--- src/hdl/bps_map.vh ---
/*
 boot port selection constants: addresses, frame widths, timing counts, port and clock source codes.
 assumes a 25 MHz sys_clk; included by the bps design files.
*/
`ifndef BPS_MAP_VH
`define BPS_MAP_VH

`define BPS_SLAVE_ADDR       7'h46
`define BPS_FRAME_BITS       4'h8
`define BPS_SYNC_BYTE        8'h7f
`define BPS_CLK_HZ           25000000
`define BPS_TW3_MAX_HZ       400000
`define BPS_TW4_MAX_HZ       1000000
`define BPS_SS_MAX_HZ        8000000
`define BPS_XTAL_MIN_MHZ     8'h04
`define BPS_XTAL_MAX_MHZ     8'h1a
`define BPS_SYS_TARGET_MHZ   8'h3c
`define BPS_MEAS_WIN_CYC     16'h61a8
`define BPS_TICKS_PER_MHZ    16'h03e8
`define BPS_TICKS_ROUND      16'h01f4
`define BPS_ASYNC_HALF_CYC   12'h0d9
`define BPS_ASYNC_BIT_CYC    12'h1b2
`define BPS_HSPCE_CLEAR      32'h00000000
`define BPS_HSPCE_BOOT       32'h00000001

`define BPS_SRC_RC           2'h0
`define BPS_SRC_PLL          2'h1

`define BPS_IF_NONE          3'h0
`define BPS_IF_ASYNC         3'h1
`define BPS_IF_TW3           3'h2
`define BPS_IF_TW4           3'h3
`define BPS_IF_SS            3'h4
`define BPS_IF_USB           3'h5
`define BPS_IF_NET           3'h6

`endif

--- src/hdl/bps_boot_sel.v ---
/*
 boot port selection: polls the candidate download ports, commits to the first
 showing valid activity, gates the rest and steers the system clock choice.
 assumes all pins synchronous to sys_clk (25 MHz, from the internal rc clock)
 and crystal_tick_i one pulse per external crystal cycle, already synchronised.
*/
// Contract
// - two-wire slaves use 7-bit address 0b1000110x, last bit write/read, filter on; code has no filter, inputs assumed pre-filtered
// - third two-wire port runs up to 400 kHz bus clock
// - fourth two-wire port runs up to 1 MHz bus clock
// - sync serial ports are full-duplex slaves, 8-bit frames, msb first
// - sync serial mode 0, hardware chip select, clock at most 8 MHz
// - usb path forces the on-the-go controller into device role
// - network and usb paths measure crystal against rc clock with timer
// - after measurement system clock goes to 60 MHz from pll on crystal; code uses integer 60/MHz multiplier, exact only when MHz divides 60
// - async serial and two-wire paths keep system clock on rc oscillator
// - network and usb paths use rc clock only during selection
// - jump to user code clears peripheral clock enable to zero
// - async serial ports use 8 data bits, even parity, one stop
`timescale 1ns/10ps
`include "bps_map.vh"

module bps_boot_sel (
  input  wire        sys_clk,
  input  wire        srst,
  input  wire        async_rx_i,
  input  wire        tw3_scl_i,
  input  wire        tw3_sda_i,
  input  wire        tw4_scl_i,
  input  wire        tw4_sda_i,
  input  wire        ss_sck_i,
  input  wire        ss_cs_n_i,
  input  wire        ss_mosi_i,
  input  wire        usb_cable_i,
  input  wire        net_frame_i,
  input  wire        crystal_tick_i,
  input  wire        go_cmd_i,
  input  wire [7:0]  ss_tx_byte,
  output reg         tw3_ack_oe_n_q,
  output reg         tw4_ack_oe_n_q,
  output reg         ss_miso_q,
  output reg  [2:0]  sel_if_q,
  output reg         committed_q,
  output reg  [2:0]  rx_byte_valid_q,
  output reg  [7:0]  rx_byte_q,
  output reg  [6:0]  port_clk_en_q,
  output reg  [6:0]  port_irq_en_q,
  output reg         usb_force_dev_q,
  output reg  [1:0]  sys_clk_src_q,
  output reg         pll_en_q,
  output reg  [7:0]  pll_mult_q,
  output reg  [7:0]  crystal_mhz_q,
  output reg         crystal_bad_q,
  output reg  [31:0] hs_periph_clk_en_q,
  output reg  [1:0]  async_fmt_q
);
  localparam ST_POLL = 3'h0;
  localparam ST_MEAS = 3'h1;
  localparam ST_LOCK = 3'h2;
  localparam ST_RUN  = 3'h3;
  localparam ST_FAIL = 3'h4;

  reg  [2:0]  st_q;
  reg  [15:0] win_q;
  reg  [15:0] xcnt_q;
  reg         rx_q;
  reg  [3:0]  abit_q;
  reg  [9:0]  ash_q;
  reg         abusy_q;
  reg  [11:0] adiv_q;
  reg         tw3_scl_q;
  reg         tw4_scl_q;
  reg         tw3_pend_q;
  reg         tw4_pend_q;

  wire        tw3_m;
  wire        tw3_rd;
  wire        tw4_m;
  wire        tw4_rd;
  wire [7:0]  ss_rx;
  wire        ss_v;
  wire        ss_miso_q_w;
  wire        polling = (st_q == ST_POLL);

  // one-hot port gate per interface code
  function [6:0] port_bit;
    input [2:0] code;
    begin
      port_bit = 7'h01 << code;
    end
  endfunction

  // crystal ticks in 1 ms window / 1000 gives MHz
  function [7:0] to_mhz;
    input [15:0] ticks;
    reg   [15:0] q;
    begin
      q      = (ticks + `BPS_TICKS_ROUND) / `BPS_TICKS_PER_MHZ;
      to_mhz = q[7:0];
    end
  endfunction

  // high-to-low step between two samples of a pin
  function fell;
    input prev_lvl;
    input cur_lvl;
    begin
      fell = prev_lvl & ~cur_lvl;
    end
  endfunction

  // no input filter; address match per port
  bps_tw_addr u_tw3 (
    .sys_clk (sys_clk),
    .srst    (srst),
    .enable  (polling | (sel_if_q == `BPS_IF_TW3)),
    .scl_i   (tw3_scl_i),
    .sda_i   (tw3_sda_i),
    .match_q (tw3_m),
    .rd_q    (tw3_rd)
  );

  bps_tw_addr u_tw4 (
    .sys_clk (sys_clk),
    .srst    (srst),
    .enable  (polling | (sel_if_q == `BPS_IF_TW4)),
    .scl_i   (tw4_scl_i),
    .sda_i   (tw4_sda_i),
    .match_q (tw4_m),
    .rd_q    (tw4_rd)
  );

  bps_ss_slave u_ss (
    .sys_clk    (sys_clk),
    .srst       (srst),
    .enable     (polling | (sel_if_q == `BPS_IF_SS)),
    .sck_i      (ss_sck_i),
    .cs_n_i     (ss_cs_n_i),
    .mosi_i     (ss_mosi_i),
    .tx_byte    (ss_tx_byte),
    .miso_q     (ss_miso_q_w),
    .rx_byte_q  (ss_rx),
    .rx_valid_q (ss_v)
  );

  // ack waits for scl low after the 8th bit and holds through the 9th clock;
  // moving sda while scl is high would look like start or stop
  // enable low means driving sda low
  always @(posedge sys_clk) begin
    if (srst) begin
      tw3_scl_q      <= 1'b1;
      tw4_scl_q      <= 1'b1;
      tw3_pend_q     <= 1'b0;
      tw4_pend_q     <= 1'b0;
      tw3_ack_oe_n_q <= 1'b1;
      tw4_ack_oe_n_q <= 1'b1;
    end else begin
      tw3_scl_q <= tw3_scl_i;
      tw4_scl_q <= tw4_scl_i;
      if (tw3_m && !tw3_rd) begin
        tw3_pend_q <= 1'b1;
      end else if (fell(tw3_scl_q, tw3_scl_i)) begin
        tw3_pend_q     <= 1'b0;
        tw3_ack_oe_n_q <= ~tw3_pend_q;
      end
      if (tw4_m && !tw4_rd) begin
        tw4_pend_q <= 1'b1;
      end else if (fell(tw4_scl_q, tw4_scl_i)) begin
        tw4_pend_q     <= 1'b0;
        tw4_ack_oe_n_q <= ~tw4_pend_q;
      end
    end
  end

  // async sync-byte detector: fixed 57.6 kbaud divider, 8E1 frame
  // no rate detection: the host must use this one rate
  wire        a_mid  = (adiv_q == `BPS_ASYNC_HALF_CYC);
  wire        a_par  = ^ash_q[8:1];
  wire        a_sync = abusy_q && a_mid && (abit_q == 4'ha) && rx_q &&
                       (ash_q[8:1] == `BPS_SYNC_BYTE) && (a_par == ash_q[9]);

  always @(posedge sys_clk) begin
    if (srst) begin
      rx_q    <= 1'b1;
      abusy_q <= 1'b0;
      abit_q  <= 4'h0;
      ash_q   <= 10'h000;
      adiv_q  <= 12'h000;
    end else begin
      rx_q <= async_rx_i;
      if (!abusy_q) begin
        adiv_q <= 12'h000;
        abit_q <= 4'h0;
        if (!async_rx_i && rx_q && (polling || sel_if_q == `BPS_IF_ASYNC)) begin
          abusy_q <= 1'b1;
        end
      end else if (adiv_q == `BPS_ASYNC_BIT_CYC - 12'h001) begin
        adiv_q <= 12'h000;
      end else begin
        adiv_q <= adiv_q + 12'h001;
        if (a_mid) begin
          // lsb first: data then parity shift in from the top
          ash_q  <= {rx_q, ash_q[9:1]};
          abit_q <= abit_q + 4'h1;
          if (abit_q == 4'ha) begin
            abusy_q <= 1'b0;
          end
        end
      end
    end
  end

  always @(posedge sys_clk) begin
    if (srst) begin
      st_q               <= ST_POLL;
      sel_if_q           <= `BPS_IF_NONE;
      committed_q        <= 1'b0;
      port_clk_en_q      <= 7'h7e;
      port_irq_en_q      <= 7'h7e;
      usb_force_dev_q    <= 1'b0;
      sys_clk_src_q      <= `BPS_SRC_RC;
      pll_en_q           <= 1'b0;
      pll_mult_q         <= 8'h00;
      crystal_mhz_q      <= 8'h00;
      crystal_bad_q      <= 1'b0;
      win_q              <= 16'h0000;
      xcnt_q             <= 16'h0000;
      hs_periph_clk_en_q <= `BPS_HSPCE_BOOT;
      async_fmt_q        <= 2'h0;
      ss_miso_q          <= 1'b0;
      rx_byte_q          <= 8'h00;
      rx_byte_valid_q    <= 3'h0;
    end else begin
      ss_miso_q       <= ss_miso_q_w;
      rx_byte_valid_q <= {ss_v & (sel_if_q == `BPS_IF_SS), tw4_m, tw3_m};
      if (ss_v) begin
        rx_byte_q <= ss_rx;
      end
      case (st_q)
        ST_POLL: begin
          // first seen wins; fixed priority on a tie
          if (a_sync) begin
            sel_if_q    <= `BPS_IF_ASYNC;
            async_fmt_q <= 2'h1; // 8 data, even parity, 1 stop
            st_q        <= ST_RUN;
          end else if (tw3_m) begin
            sel_if_q <= `BPS_IF_TW3; // 400 kHz port
            st_q     <= ST_RUN;
          end else if (tw4_m) begin
            sel_if_q <= `BPS_IF_TW4; // 1 MHz port
            st_q     <= ST_RUN;
          end else if (ss_v) begin
            sel_if_q <= `BPS_IF_SS;
            st_q     <= ST_RUN;
          end else if (usb_cable_i || net_frame_i) begin
            sel_if_q <= usb_cable_i ? `BPS_IF_USB : `BPS_IF_NET;
            win_q    <= 16'h0000;
            xcnt_q   <= 16'h0000;
            st_q     <= ST_MEAS;
          end
        end
        ST_MEAS: begin
          // timer counts crystal edges over an rc-timed window
          win_q <= win_q + 16'h0001;
          if (crystal_tick_i) begin
            xcnt_q <= xcnt_q + 16'h0001;
          end
          if (win_q == `BPS_MEAS_WIN_CYC - 16'h0001) begin
            crystal_mhz_q <= to_mhz(xcnt_q);
            // out of range crystal is refused
            if (to_mhz(xcnt_q) < `BPS_XTAL_MIN_MHZ || to_mhz(xcnt_q) > `BPS_XTAL_MAX_MHZ) begin
              crystal_bad_q <= 1'b1;
              st_q          <= ST_FAIL;
            end else begin
              pll_en_q   <= 1'b1;
              // multiplier gives 60 MHz only for crystals whose MHz value divides 60
              pll_mult_q <= `BPS_SYS_TARGET_MHZ / to_mhz(xcnt_q);
              st_q       <= ST_LOCK;
            end
          end
        end
        ST_LOCK: begin
          sys_clk_src_q <= `BPS_SRC_PLL; // leave rc clock after selection
          st_q          <= ST_RUN;
        end
        ST_RUN: begin
          committed_q   <= 1'b1;
          // gate all but the chosen port
          port_clk_en_q <= port_bit(sel_if_q);
          port_irq_en_q <= port_bit(sel_if_q);
          if (sel_if_q == `BPS_IF_USB) begin
            usb_force_dev_q <= 1'b1; // no role negotiation
          end
          if (sel_if_q == `BPS_IF_ASYNC || sel_if_q == `BPS_IF_TW3 ||
              sel_if_q == `BPS_IF_TW4) begin
            sys_clk_src_q <= `BPS_SRC_RC;
          end
          if (go_cmd_i) begin
            hs_periph_clk_en_q <= `BPS_HSPCE_CLEAR; // user code re-enables memory
          end
        end
        ST_FAIL: begin
          // stays here; a system reset is the only way out
          st_q <= ST_FAIL;
        end
        default: begin
          st_q <= ST_POLL;
        end
      endcase
    end
  end
endmodule

--- src/hdl/bps_ss_slave.v ---
/*
 synchronous serial slave, mode 0, 8-bit msb first, full duplex.
 assumes sck at most 8 MHz so each edge is seen by the 25 MHz sampler.
*/
`timescale 1ns/10ps
`include "bps_map.vh"

module bps_ss_slave (
  input  wire       sys_clk,
  input  wire       srst,
  input  wire       enable,
  input  wire       sck_i,
  input  wire       cs_n_i,
  input  wire       mosi_i,
  input  wire [7:0] tx_byte,
  output reg        miso_q,
  output reg  [7:0] rx_byte_q,
  output reg        rx_valid_q
);
  reg       sck_q;
  reg [2:0] cnt_q;
  reg [7:0] sh_q;
  reg [7:0] tx_q;

  wire sel  = enable & ~cs_n_i;
  wire rise = sck_i & ~sck_q;
  wire fall = ~sck_i & sck_q;

  always @(posedge sys_clk) begin
    if (srst) begin
      sck_q      <= 1'b0;
      cnt_q      <= 3'h0;
      sh_q       <= 8'h00;
      tx_q       <= 8'h00;
      miso_q     <= 1'b0;
      rx_byte_q  <= 8'h00;
      rx_valid_q <= 1'b0;
    end else begin
      sck_q      <= sck_i;
      rx_valid_q <= 1'b0;
      if (!sel) begin
        // hardware chip select restarts the frame
        cnt_q  <= 3'h0;
        tx_q   <= tx_byte;
        miso_q <= tx_byte[7];
      end else if (rise) begin
        // sample on rising edge, idle low
        sh_q  <= {sh_q[6:0], mosi_i};
        cnt_q <= cnt_q + 3'h1;
        if (cnt_q == 3'h7) begin
          rx_byte_q  <= {sh_q[6:0], mosi_i};
          rx_valid_q <= 1'b1;
          tx_q       <= tx_byte;
        end
      end else if (fall) begin
        if (cnt_q == 3'h0) begin
          miso_q <= tx_q[7];
        end else begin
          miso_q <= tx_q[3'h7 - cnt_q]; // msb first
        end
      end
    end
  end
endmodule

--- src/hdl/bps_tw_addr.v ---
/*
 two-wire slave address matcher: samples the first byte after a start
 condition and pulses on a match with the fixed boot address.
 assumes scl/sda already filtered and synchronous to sys_clk.
*/
`timescale 1ns/10ps
`include "bps_map.vh"

module bps_tw_addr (
  input  wire       sys_clk,
  input  wire       srst,
  input  wire       enable,
  input  wire       scl_i,
  input  wire       sda_i,
  output reg        match_q,
  output reg        rd_q
);
  reg       scl_q;
  reg       sda_q;
  reg [3:0] cnt_q;
  reg [7:0] sh_q;
  reg       act_q;

  wire start = scl_i & scl_q & sda_q & ~sda_i;
  wire rise  = scl_i & ~scl_q;

  always @(posedge sys_clk) begin
    if (srst) begin
      scl_q   <= 1'b1;
      sda_q   <= 1'b1;
      cnt_q   <= 4'h0;
      sh_q    <= 8'h00;
      act_q   <= 1'b0;
      match_q <= 1'b0;
      rd_q    <= 1'b0;
    end else begin
      scl_q   <= scl_i;
      sda_q   <= sda_i;
      match_q <= 1'b0;
      if (!enable) begin
        act_q <= 1'b0;
      end else if (start) begin
        act_q <= 1'b1;
        cnt_q <= 4'h0;
      end else if (act_q && rise) begin
        sh_q  <= {sh_q[6:0], sda_i};
        cnt_q <= cnt_q + 4'h1;
        if (cnt_q == `BPS_FRAME_BITS - 4'h1) begin
          act_q <= 1'b0;
          // last bit picks write or read
          if (sh_q[6:0] == `BPS_SLAVE_ADDR) begin
            match_q <= 1'b1;
            rd_q    <= sda_i;
          end
        end
      end
    end
  end
endmodule
--- config.mk ---
export PLATFORM = sky130hd
export DESIGN_NAME = bps_boot_sel
export DESIGN_NICKNAME = d
export VERILOG_FILES = /design/src/hdl/bps_boot_sel.v /design/src/hdl/bps_ss_slave.v /design/src/hdl/bps_tw_addr.v
export VERILOG_INCLUDE_DIRS = /design/src /design/src/hdl
export SDC_FILE = /design/constraint.sdc
export NUM_CORES = 1
export LEC_CHECK = 0
export BUFFER_PORTS_ARGS = -buffer_cell sky130_fd_sc_hd__buf_2
export CAP_MARGIN = 25
export CORE_MARGIN = 2
export CORE_UTILIZATION = 52
export DETAILED_ROUTE_END_ITERATION = 7
export GPL_TIMING_DRIVEN = 0
export PLACE_DENSITY_LB_ADDON = 0.2
export SLEW_MARGIN = 20
export SYNTH_ARGS = -nofsm -noshare
export SYNTH_HDL_FRONTEND = slang
export SYNTH_SLANG_ARGS = --single-unit
--- constraint.sdc ---
create_clock -name sys_clk -period 18.84 [get_ports sys_clk]
set_input_delay 0.942 -clock sys_clk [delete_from_list [all_inputs] [get_ports sys_clk]]
set_output_delay 0.942 -clock sys_clk [all_outputs]
set_load 0.02 [all_outputs]
==> qor.csv <==
metric,value,unit
clkLatencyLatePin,0.44,ns
synth_edf_count,0,
netlist.area_leader.share,0.307,
ys_seq_elements,171,
fmax,0.0601,GHz
drtIter0Drc,668,
drv_cap,0,
ant_nets,0,
endpoint_kind,register,
power_switching,210,µW
fin_cells,1777,
period_needed,16.63,ns
drive_above_1_share,0.150,
crit_type,reg2reg,
drt-met1-wl,13200,µm
h-tree-depth,4,
pwr-share-comb,0.066,
antenna_found_initial,1,
std_cell_rows,53,
ir_drop,0.0608,mV
fin_crit_sh,0.883,
worstPathArrival,16.94,ns
start_util,0.531,
fin_tns_setup,0,ns
power.total,787,µW
die-area,22600,µm²
maxSlewHeadroom,0.304,
totalWireLength,28200,µm
hold_class,reg2reg,
die_w,150,µm
layout_commonest_cell,nor2_1,
cts_setup_buffers,0,
swShare,0.267,
dp.cells,1742,
leakage,4.93,nW
muxShareOfSynthArea,0.0679,
synth_adder_area_share,0.0550,
core,21000,µm²
path_buf_inv,9,
drt-pass1-iter-count,5,
grt_overflow_total,0,
p_int,577,µW
crit_family,compound AO/OA/AOI/OAI gates,
ys_seq_area_frac,0.307,
grt_pass1_vias,9209,
netlist_instances,1361,
clk_pin_slew,0.08,ns
wire_per_inst,15.9,µm
synthSimpleGateAreaFrac,0.241,
root_buffer,clkbuf_16,
rsz0062_at_grt,false,
routed.top_layer,met4,
outcome,finished clean,
cts_tree,built,
grt_max_degree,20,
finalNetCount,1559,
routed-via-count,10200,
grt_pass1_wl,46100,µm
syn_avg_cell_area,8.20,µm²
ys_types,103,
startpoint_type,register,
syn2layout_area_growth,13.2,%
ctsHoldBuffers,0,
finalClockSkew,0.0164,ns
synth_top_family_by_area,simple AND/OR/NAND/NOR gates,
num_io_pins,109,
routed_via_density,5.75,
seq_power_share,0.471,
clk_path_buf_depth,2,
cts_buffers,17,
final_cell_mix,"nor2_1, dfxtp_1, nand2_1",
dr_wl_met2,13000,µm
critPathRequiredTime,19.15,ns
grt.total_usage,0.252,
crit_slowest_cell,or4_1,
clock_sinks,171,
cts_resized,0,
die_y,150,µm
yosys_warnings,0,
yosys_most_used_dff,dfxtp_1,
netlist_area,11200,µm²
cp_common_cell,ha_1,
route.detailed.drc,0,
synth_area_leaders,"dfxtp_1, nor2_1, mux2i_1",
p_per_area,62.3,nW/µm²
route.met3.wl,1490,µm
port_buffers,73,
dpl.hpwl,21100,µm
place_congestion,0.895,
hold_viol_final,0,
synth_compound_area_frac,0.206,
slew_violations,0,
setup_violations,0,
synthArstFlopShare,0,
power_frac_clock,0.463,
yosys.area.top_type,dfxtp_1,
tightest_slew,1.04,ns
synth-xor-area-share,0.0628,
slowest_delay,0.56,ns
path_max_fanout,13,
## worst min-delay path, cell delays in order (launching register included)
cell and delay (ns):
dfxtp_1 0.32, nand2_1 0.05, nand2_1 0.04
## power by group through the flow
stage | Combinational (mW) | Clock [mW] | Sequential, mW
floorplan | 0.0374 | 0 | 0.379
global placement | 0.0510 | 0 | 0.379
detailed placement | 0.0516 | 0 | 0.379
CTS | 0.0517 | 0.371 | 0.371
global route | 0.0576 | 0.387 | 0.371
finish | 0.0519 | 0.365 | 0.371
## kinds of logic after synthesis
group / count (synthesis)
and+or+nand+nor: 545
AOI/OAI and AO/OA: 310
DFF: 171
buffers and inverters: 131
xor gates and xnor gates: 80
muxes: 74
adders and majority gates: 49
other: 1
## area by class of cell
class,instances,area [µm²]
repair buffers,75,378
clock inverters,15,199
fillers,1890,8390
clock buffers,17,425
inverters,33,126
flip-flops and latches,171,3420
well taps,275,344
multi-input cells,1092,7190
diodes,1,2.50
plain buffers,98,547
## flip-flops by register name, indices dropped and copies added, names as in the netlist, 8 cells and up
name,count
xcnt_q,16
ash_q,9
win_q,16
u_ss.rx_byte_q,8
u_ss.tx_q,8
rx_byte_q,8
adiv_q,12
pll_mult_q,8
## path summary, 6_finish.rpt
path	startpoint	end	slack (ns)	depth (start not counted)
worst max-delay path	xcnt_q[2]	pll_mult_q[0]	2.21	64
worst min register to register	hs_periph_clk_en_q[0]	hs_periph_clk_en_q[0]	0.46	2
worst max register to register	xcnt_q[2]	pll_mult_q[0]	2.21	64
worst min-delay path	hs_periph_clk_en_q[0]	hs_periph_clk_en_q[0]	0.46	2
## synthesized netlist by cell type, drive strengths merged (9+ instances only)
| cell type | instances |
|---|---|
| nor2b | 14 |
| xor2 | 36 |
| o211ai | 22 |
| a2111oi | 10 |
| clkbuf | 44 |
| xnor2 | 44 |
| a211oi | 18 |
| dfxtp | 171 |
| or4 | 10 |
| inv | 33 |
| a21oi | 87 |
| nor2 | 217 |
| nor3 | 44 |
| or2 | 14 |
| buf | 54 |
| a211o | 9 |
| nand2 | 100 |
| nor4 | 14 |
| a31oi | 13 |
| nand4 | 22 |
| and3 | 17 |
| o21a | 12 |
| or3 | 11 |
| mux2i | 70 |
| nand3 | 30 |
| o21ai | 55 |
| ha | 49 |
## metal layers
layer | up-vias | track usage
met2 | 299 | 0.406
met1 | 4740 | 0.345
li1 | 5136 | -
met4 | 0 | 0.0816
met5 | - | 0
met3 | 50 | 0.0385
## per-stage QoR
| stage | utilization | instance area, µm² | worst slack (ns) | hold slack (ns) |
|---|---|---|---|---|
| global route | 0.601 | 12600 | 1.05 | 0.481 |
| finish | 0.601 | 12600 | 2.21 | 0.456 |
| floorplan | - | 11300 | 4.92 | 0.439 |
| detailed placement | 0.571 | 12000 | 2.20 | 0.440 |
| global placement | 0.570 | 12000 | 2.30 | 0.430 |
| CTS | 0.600 | 12600 | 2.10 | 0.454 |
(Power assumes the default switching activity.)
